File: src/stch_pkg.sv
package stch_pkg;

  // command codes carried in the low nibble of a command word
  localparam logic [3:0] STCH_CMD_DISABLE = 4'hc;
  localparam logic [3:0] STCH_CMD_ENABLE = 4'hd;
  localparam logic [3:0] STCH_GLOBAL_ADDR = 4'h0;

  // register byte offsets
  localparam logic [11:0] STCH_OFS_CFG = 12'h000;
  localparam logic [11:0] STCH_OFS_FMT = 12'h004;
  localparam logic [11:0] STCH_OFS_STAT = 12'h008;
  localparam logic [11:0] STCH_OFS_RESP = 12'h00c;

  // configuration register fields
  localparam int STCH_CFG_ADDR_LSB = 0;
  localparam int STCH_CFG_ATTR_LSB = 4;
  localparam logic [3:0] STCH_CFG_ADDR_RST = 4'h0;
  localparam logic [1:0] STCH_CFG_ATTR_RST = 2'h0;

  // format selection values
  localparam logic [3:0] STCH_FMT_STANDARD = 4'h0;
  localparam logic [3:0] STCH_FMT_PROGRAMMED = 4'hf;
  localparam logic [3:0] STCH_FMT_RST = 4'h0;

  // status register bit positions
  localparam int STCH_STAT_DRIVE = 0;
  localparam int STCH_STAT_LOCK = 1;
  localparam int STCH_STAT_LASTDIS = 2;
  localparam int STCH_STAT_HOLD_CAPACITOR_PIN = 3;
  localparam int STCH_STAT_ERR = 4;
  localparam int STCH_STAT_OTP = 5;
  localparam int STCH_STAT_FMTPRG = 6;

  // response word bit positions: status byte, then the long answer's address field
  localparam int STCH_RSP_ERR = 1;
  localparam int STCH_RSP_ATTR_LSB = 2;
  localparam int STCH_RSP_ST = 5;
  localparam int STCH_RSP_HOLD_CAPACITOR_PIN = 6;
  localparam int STCH_RSP_OTP = 7;
  localparam int STCH_RSP_ADDR_LSB = 12;

  function automatic logic stch_word_hit(input logic [11:0] addr, input logic [11:0] ofs);
    stch_word_hit = (addr[11:2] == ofs[11:2]);
  endfunction

endpackage

File: src/stch_cmd_match.sv
`timescale 1ns/1ns
module stch_cmd_match
  import stch_pkg::*;
(
  // decoded command
  input wire logic cmd_valid,
  input wire logic cmd_crc_ok,
  input wire logic [3:0] cmd_code,
  input wire logic [3:0] cmd_addr,
  // programmed bus address
  input wire logic [3:0] dev_addr,
  // actions
  output logic dis_act,
  output logic dis_respond,
  output logic en_act,
  output logic other_act
);

  logic accepted;
  logic addr_ok;
  logic global_addr;

  // a failed crc leaves every action dead
  assign accepted = cmd_valid & cmd_crc_ok;
  assign addr_ok = (cmd_addr == dev_addr);
  assign global_addr = (cmd_addr == STCH_GLOBAL_ADDR);

  // disable also acts on the global address, silently
  assign dis_act = accepted & (cmd_code == STCH_CMD_DISABLE) & (addr_ok | global_addr);
  assign dis_respond = dis_act & addr_ok & ~global_addr;
  // enable on the global address is dropped entirely
  assign en_act = accepted & (cmd_code == STCH_CMD_ENABLE) & addr_ok & ~global_addr;
  // any other addressed command breaks a disable pair
  assign other_act = accepted & addr_ok & ~global_addr & (cmd_code != STCH_CMD_DISABLE)
                     & (cmd_code != STCH_CMD_ENABLE);

endmodule

File: src/stch_resp_fmt.sv
`timescale 1ns/1ns
module stch_resp_fmt
  import stch_pkg::*;
(
  // status sources
  input wire logic [3:0] dev_addr,
  input wire logic otp_flag,
  input wire logic hold_capacitor_pin_flag,
  input wire logic st_flag,
  input wire logic [1:0] attr,
  input wire logic err_flag,
  // formatted words
  output logic [14:0] short_word,
  output logic [15:0] long_word
);

  always_comb
  begin
    short_word = 15'h0000;
    short_word[STCH_RSP_OTP] = otp_flag;
    short_word[STCH_RSP_HOLD_CAPACITOR_PIN] = hold_capacitor_pin_flag;
    short_word[STCH_RSP_ST] = st_flag;
    short_word[STCH_RSP_ATTR_LSB +: 2] = attr;
    short_word[STCH_RSP_ERR] = err_flag;
    long_word = {1'b0, short_word};
    long_word[STCH_RSP_ADDR_LSB +: 4] = dev_addr;
  end

endmodule

File: src/stch_selftest_handler.sv
`timescale 1ns/1ns
// Summary of operation
// - disable accepted in all four command formats
// - command data bits feed crc only
// - global disable acts but sends no answer
// - disable identified by code 1100 plus address
// - mismatched address ignored, no answer
// - valid disable removes self-test plate drive
// - short answer layout, unused bits zero
// - long answer: address, zeros, status byte
// - error flag mirrors detected internal error
// - self-test flag follows active circuitry
// - otp flag shows otp programming enable
// - hold-cap flag set when voltage low
// - attribute bits copied from config register
// - two disables in a row set lockout
// - lockout ends on hold_capacitor_pin low, clear, reset
// - enable accepted in all four formats
// - global enable fully ignored
// - enable identified by code 1101
// - enable applies drive until a disable
// - lockout keeps drive off, flag clear
// - format select 0000 standard, 1111 programmed
module stch_selftest_handler
  import stch_pkg::*;
#(
  parameter int ADDR_W = 12
)
(
  // clock and reset
  input wire logic pclk,
  input wire logic presetn,
  // apb slave
  input wire logic psel,
  input wire logic penable,
  input wire logic pwrite,
  input wire logic [ADDR_W-1:0] paddr,
  input wire logic [31:0] pwdata,
  input wire logic [3:0] pstrb,
  output logic pready,
  output logic [31:0] prdata,
  output logic pslverr,
  // decoded bus command
  input wire logic cmd_valid,
  input wire logic cmd_long,
  input wire logic [3:0] cmd_code,
  input wire logic [3:0] cmd_addr,
  input wire logic cmd_crc_ok,
  // device events and levels
  input wire logic clear_cmd,
  input wire logic hold_capacitor_pin_low,
  input wire logic internal_error,
  input wire logic otp_program_enabled_flag,
  // self-test and format control
  output logic selftest_plate_drive,
  output logic selftest_lockout,
  output logic fmt_programmed,
  // response to the bus
  output logic resp_valid,
  output logic resp_long,
  output logic [15:0] resp_data
);

  typedef struct packed {
    logic [3:0] dev_addr;
    logic [1:0] attribute_bits;
    logic [3:0] fmt_sel;
    logic st_drive;
    logic lockout;
    logic last_was_dis;
    logic resp_valid;
    logic resp_long;
    logic [15:0] resp_data;
    logic [15:0] last_resp;
    logic [31:0] prdata;
  } stch_state_t;

  stch_state_t st_reg;
  stch_state_t st_next;

  logic dis_act;
  logic dis_respond;
  logic en_act;
  logic other_act;
  logic [14:0] short_word;
  logic [15:0] long_word;
  logic st_after;
  logic lock_after;
  logic [11:0] addr12;
  logic setup_phase;
  logic access_phase;
  logic hit_cfg;
  logic hit_fmt;
  logic hit_stat;
  logic hit_resp;
  logic hit_any;
  logic wr_en;
  logic [31:0] stat_word;

  // command data never reaches this block; the crc engine consumes it
  stch_cmd_match u_match (
    .cmd_valid(cmd_valid),
    .cmd_crc_ok(cmd_crc_ok),
    .cmd_code(cmd_code),
    .cmd_addr(cmd_addr),
    .dev_addr(st_reg.dev_addr),
    .dis_act(dis_act),
    .dis_respond(dis_respond),
    .en_act(en_act),
    .other_act(other_act)
  );

  // answer carries the state as it stands after the command
  stch_resp_fmt u_fmt (
    .dev_addr(st_reg.dev_addr),
    .otp_flag(otp_program_enabled_flag),
    .hold_capacitor_pin_flag(hold_capacitor_pin_low),
    .st_flag(st_after),
    .attr(st_reg.attribute_bits),
    .err_flag(internal_error),
    .short_word(short_word),
    .long_word(long_word)
  );

  // lockout and drive after this cycle's events
  always_comb
  begin
    lock_after = st_reg.lockout;
    // release first so a new second disable still wins
    if (clear_cmd || hold_capacitor_pin_low)
    begin
      lock_after = 1'b0;
    end
    if (dis_act && st_reg.last_was_dis)
    begin
      lock_after = 1'b1;
    end
    st_after = st_reg.st_drive;
    if (en_act && !lock_after)
    begin
      st_after = 1'b1;
    end
    if (dis_act || lock_after)
    begin
      st_after = 1'b0;
    end
  end

  // apb decode
  assign addr12 = 12'(paddr);
  assign setup_phase = psel & ~penable;
  assign access_phase = psel & penable;
  assign hit_cfg = stch_word_hit(addr12, STCH_OFS_CFG);
  assign hit_fmt = stch_word_hit(addr12, STCH_OFS_FMT);
  assign hit_stat = stch_word_hit(addr12, STCH_OFS_STAT);
  assign hit_resp = stch_word_hit(addr12, STCH_OFS_RESP);
  assign hit_any = hit_cfg | hit_fmt | hit_stat | hit_resp;
  // zero wait states: the read word was loaded during setup
  assign pready = access_phase;
  assign pslverr = access_phase & ~hit_any;
  // writes land at the single edge that completes the access
  assign wr_en = access_phase & pwrite & pstrb[0];

  always_comb
  begin
    stat_word = 32'h0000_0000;
    stat_word[STCH_STAT_DRIVE] = st_reg.st_drive;
    stat_word[STCH_STAT_LOCK] = st_reg.lockout;
    stat_word[STCH_STAT_LASTDIS] = st_reg.last_was_dis;
    stat_word[STCH_STAT_HOLD_CAPACITOR_PIN] = hold_capacitor_pin_low;
    stat_word[STCH_STAT_ERR] = internal_error;
    stat_word[STCH_STAT_OTP] = otp_program_enabled_flag;
    stat_word[STCH_STAT_FMTPRG] = (st_reg.fmt_sel == STCH_FMT_PROGRAMMED);
  end

  always_comb
  begin
    st_next = st_reg;
    st_next.resp_valid = 1'b0;

    // software side
    if (wr_en && hit_cfg)
    begin
      st_next.dev_addr = pwdata[STCH_CFG_ADDR_LSB +: 4];
      st_next.attribute_bits = pwdata[STCH_CFG_ATTR_LSB +: 2];
    end
    if (wr_en && hit_fmt)
    begin
      // only the two defined selections are taken; others keep the old value
      if (pwdata[3:0] == STCH_FMT_STANDARD || pwdata[3:0] == STCH_FMT_PROGRAMMED)
      begin
        st_next.fmt_sel = pwdata[3:0];
      end
    end
    if (setup_phase)
    begin
      st_next.prdata = 32'h0000_0000;
      if (hit_cfg)
      begin
        st_next.prdata[STCH_CFG_ADDR_LSB +: 4] = st_reg.dev_addr;
        st_next.prdata[STCH_CFG_ATTR_LSB +: 2] = st_reg.attribute_bits;
      end
      else if (hit_fmt)
      begin
        st_next.prdata[3:0] = st_reg.fmt_sel;
      end
      else if (hit_stat)
      begin
        st_next.prdata = stat_word;
      end
      else if (hit_resp)
      begin
        st_next.prdata[15:0] = st_reg.last_resp;
      end
    end

    // bus command side; format is not filtered, all four pass
    st_next.lockout = lock_after;
    st_next.st_drive = st_after;
    if (dis_act)
    begin
      st_next.last_was_dis = 1'b1;
    end
    else if (en_act || other_act)
    begin
      st_next.last_was_dis = 1'b0;
    end

    if (dis_respond || en_act)
    begin
      st_next.resp_valid = 1'b1;
      st_next.resp_long = cmd_long;
      if (cmd_long)
      begin
        st_next.resp_data = long_word;
      end
      else
      begin
        st_next.resp_data = {1'b0, short_word};
      end
      st_next.last_resp = st_next.resp_data;
    end
  end

  always_ff @(posedge pclk or negedge presetn)
  begin
    if (!presetn)
    begin
      st_reg.dev_addr <= STCH_CFG_ADDR_RST;
      st_reg.attribute_bits <= STCH_CFG_ATTR_RST;
      st_reg.fmt_sel <= STCH_FMT_RST;
      st_reg.st_drive <= 1'b0;
      // reset from any cause clears the lockout
      st_reg.lockout <= 1'b0;
      st_reg.last_was_dis <= 1'b0;
      st_reg.resp_valid <= 1'b0;
      st_reg.resp_long <= 1'b0;
      st_reg.resp_data <= 16'h0000;
      st_reg.last_resp <= 16'h0000;
      st_reg.prdata <= 32'h0000_0000;
    end
    else
    begin
      st_reg <= st_next;
    end
  end

  assign prdata = st_reg.prdata;
  assign selftest_plate_drive = st_reg.st_drive;
  assign selftest_lockout = st_reg.lockout;
  assign fmt_programmed = (st_reg.fmt_sel == STCH_FMT_PROGRAMMED);
  assign resp_valid = st_reg.resp_valid;
  assign resp_long = st_reg.resp_long;
  assign resp_data = st_reg.resp_data;

endmodule

File: config.mk
export PLATFORM = sky130hd
export DESIGN_NAME = stch_selftest_handler
export DESIGN_NICKNAME = d
export VERILOG_FILES = /design/src/stch_pkg.sv /design/src/stch_cmd_match.sv /design/src/stch_resp_fmt.sv /design/src/stch_selftest_handler.sv
export SDC_FILE = /design/constraint.sdc
export NUM_CORES = 1
export LEC_CHECK = 0
export BUFFER_PORTS_ARGS = -buffer_cell sky130_fd_sc_hd__buf_2
export CAP_MARGIN = 20
export CELL_PAD_IN_SITES_DETAIL_PLACEMENT = 0
export CELL_PAD_IN_SITES_GLOBAL_PLACEMENT = 1
export CORE_ASPECT_RATIO = 1.1
export CORE_MARGIN = 1.5
export CORE_UTILIZATION = 36
export CTS_CLUSTER_SIZE = 10
export DETAILED_ROUTE_END_ITERATION = 8
export PLACE_DENSITY = 0.88
export SYNTH_ARGS = -nofsm -noshare
export SYNTH_HDL_FRONTEND = slang
export SYNTH_HIERARCHICAL = 1
export SYNTH_SLANG_ARGS = --single-unit
File: constraint.sdc
create_clock -name pclk -period 2.3 [get_ports pclk]
set_input_delay 0.345 -clock pclk [delete_from_list [all_inputs] [get_ports pclk]]
set_output_delay 0.345 -clock pclk [all_outputs]
set_load 0.005 [all_outputs]
==> out/qor.yml <==
sta:
  layout_min_cycle_time_ps: 2010
  drv_slew: 0
  slew_headroom: 0.530
  finalCritPeriodShare: 0.872
  tns_ps: 0
  final-hold-violation-count: 0
  tightest_slew_ps: 704
  skew_ps: 7.23
  setup_viol: 0
  rsz0062_at_grt: "no"
  max_freq_ghz: 0.499
  setup_slack_ps: 294
global_routing:
  grt_pass1_vias: 1810
  grt_max_degree: 26
  grt.overflow.total: 0
  grt_usage: 0.139
  grt_pass1_wl_mm: 9.07
  antenna_found_initial: 0
pwr:
  p_leak_uw: 0.00164
  power.density_mw_per_mm2: 589
  p_seq_frac: 0.489
  p_switching_uw: 418
  p_sw_frac: 0.233
  clkPwrFrac: 0.401
  power.internal_uw: 1380
  comb_power_share: 0.110
  max-vdd-ir-drop_mv: 0.330
placement:
  pre_cts_slack_ps: 201
  port_buffers: 75
  place_congestion: 0.803
  dp_hpwl_mm: 4.30
cts:
  cts_hold_buffers: 0
  clock-sinks: 47
  insertion_delay_ps: 300
  root_buffer: "clkbuf_8"
  clk_pin_slew_worst_paths_ps: 90
  cts_resized: 0
  cts_tree: "done"
  post_cts_buffers: 0
  cts_max_level: 2
  cts_max_path_buffers: 2
  cts-buffers-inserted: 5
critical_path:
  crit_family: "simple AND/OR/NAND/NOR gates"
  critical_path_arrival_ps: 2230
  cp.required_ps: 2530
  endpoint_kind: "flip-flop"
  slowest_stage: "dfrtp_1"
  cpPeakStageDelay_ps: 450
  crit_chain: "xnor2_1, nand4_1, nor3_1, nor2_1, nor3_1, mux2i_1, a21oi_1"
  crit_top_cell: "nor3_1"
  crit_fanout: 4
  critical_path_class: "reg2reg"
  crit_buf_inv: 0
  worstSetupStartpointType: "flip-flop"
yosys:
  yosysUniqueCellTypes: 35
  synthFlopType: "dfrtp_1"
  netlist_area_sq_mm: 0.00289
  yosys.area.top_type: "dfrtp_1"
  async_reset_ff_frac: 1.00
  yosys_warnings: 6
  synth.top_cell.area_share: 0.407
  seq_area_frac_synth: 0.407
  synth.top_cells.by_area: "dfrtp_1 41%, buf_4 21%, mux2i_1 5.9%, nand2_1 4.3%, mux2_4 3.1%"
  syn_area_per_cell_sq_um: 9.83
  synth_edf_count: 0
  synth_seq_cells: 47
  synthesis.instances: 294
  synthTopCellsByCount: "79 x buf_4, 47 x dfrtp_1, 33 x nand2_1, 20 x nor2_1, 17 x mux2i_1"
  yosysMostFrequentCell: "buf_4"
die:
  start_util: 0.369
  placementRows: 34
  dieArea_sq_mm: 0.00857
  core_sq_mm: 0.00783
  dieWidth_microns: 88.4
  die_h_microns: 97.0
  ios: 123
drt:
  drc: 0
  routedWlPerCell_microns: 12.9
  num_vias: 1897
  routed_wl_mm: 5.51
  drt-pass1-iter-count: 4
  drt_iter0_markers: 72
  antenna_left: 0
  via_per_inst: 4.43
finish:
  drive_gt1_frac: 0.347
  largest_reg_flops: 27
  n_antenna_cell: 0
  fin_nets: 387
  area_delta_synth_final_pct: 5.46
status:
  outcome: "completed"
job:
  drv_cap: 0
min_path:
  hold_path_class: "in2async"
==> layout make-up <==
type,count,area (sq um)
Clock buffer,5,68.8
Clock inverter,3,67.6
Fill cell,802,4780
Inverter,2,7.51
Multi-Input combinational cell,183,1170
Sequential cell,47,1180
Tap cell,108,135
Timing Repair Buffer,80,425
==> cell usage in the layout, fill, tap and decap left out, types with 5 or more instances in the layout <==
master    count
mux2i_1      17
nand3_1       8
mux2_4        6
mux2_2        6
nor2_1       20
a21oi_1      15
nand2_1      33
conb_1       31
clkbuf_8      5
dfrtp_1      47
buf_2        75
o21ai_0      12
==> logic make-up after synthesis <==
kind of cell,Yosys count,synth area share
xor gates and xnor gates,4,0.0121
other,2,0.00260
AOI/OAI and AO/OA,34,0.0671
DFF,47,0.407
and+or+nand+nor,81,0.139
buffers and inverters,93,0.227
muxes,33,0.145
==> per-stage QoR <==
stage	hold WS, ps	total power (uW)	std cells	util	cell area [sq um]
floorplan	49.4	1070	323	-	3000
global placement	353	1090	420	0.372	2910
detailed placement	364	1090	420	0.372	2910
CTS	26.3	1830	428	0.389	3050
global route	48.9	1890	428	0.389	3050
finish	21.1	1790	428	0.389	3050
==> layer usage <==
layer	GRT usage	wire, microns	vias up
met2	0.227	2740	68
met4	0.0385	68	0
met5	0	0	-
met1	0.183	2410	893
met3	0.0316	285	6
li1	-	-	930
==> path summary, 6_finish.rpt <==
| path | to | cells past startpoint | slack, ps | startpoint |
|---|---|---|---|---|
| min in group pclk | st_reg[73]$_DFFE_PN0P_ | 2 | 270 | pwdata[4] |
| min | st_reg[77]$_DFFE_PN0P_ | 1 | 20 | presetn |
| max reg2reg | st_reg[37]$_DFFE_PN0P_ | 7 | 290 | st_reg[77]$_DFFE_PN0P_ |
| min reg2reg | prdata[3]$_DFFE_PN0P_ | 2 | 470 | prdata[3]$_DFFE_PN0P_ |
| max | st_reg[37]$_DFFE_PN0P_ | 7 | 290 | st_reg[77]$_DFFE_PN0P_ |
| max in group asynchronous | prdata[7]$_DFFE_PN0P_ | 2 | 1760 | presetn |
==> power groups by stage <==
stage	logic, uW	clock network, uW	registers, uW
6_report	198	719	877
5_1_grt	225	781	882
4_1_cts	201	748	877
3_5_place_dp	201	0	894
3_3_place_gp	196	0	892
2_1_floorplan	180	0	886
Power figures use the tool's default switching activity.
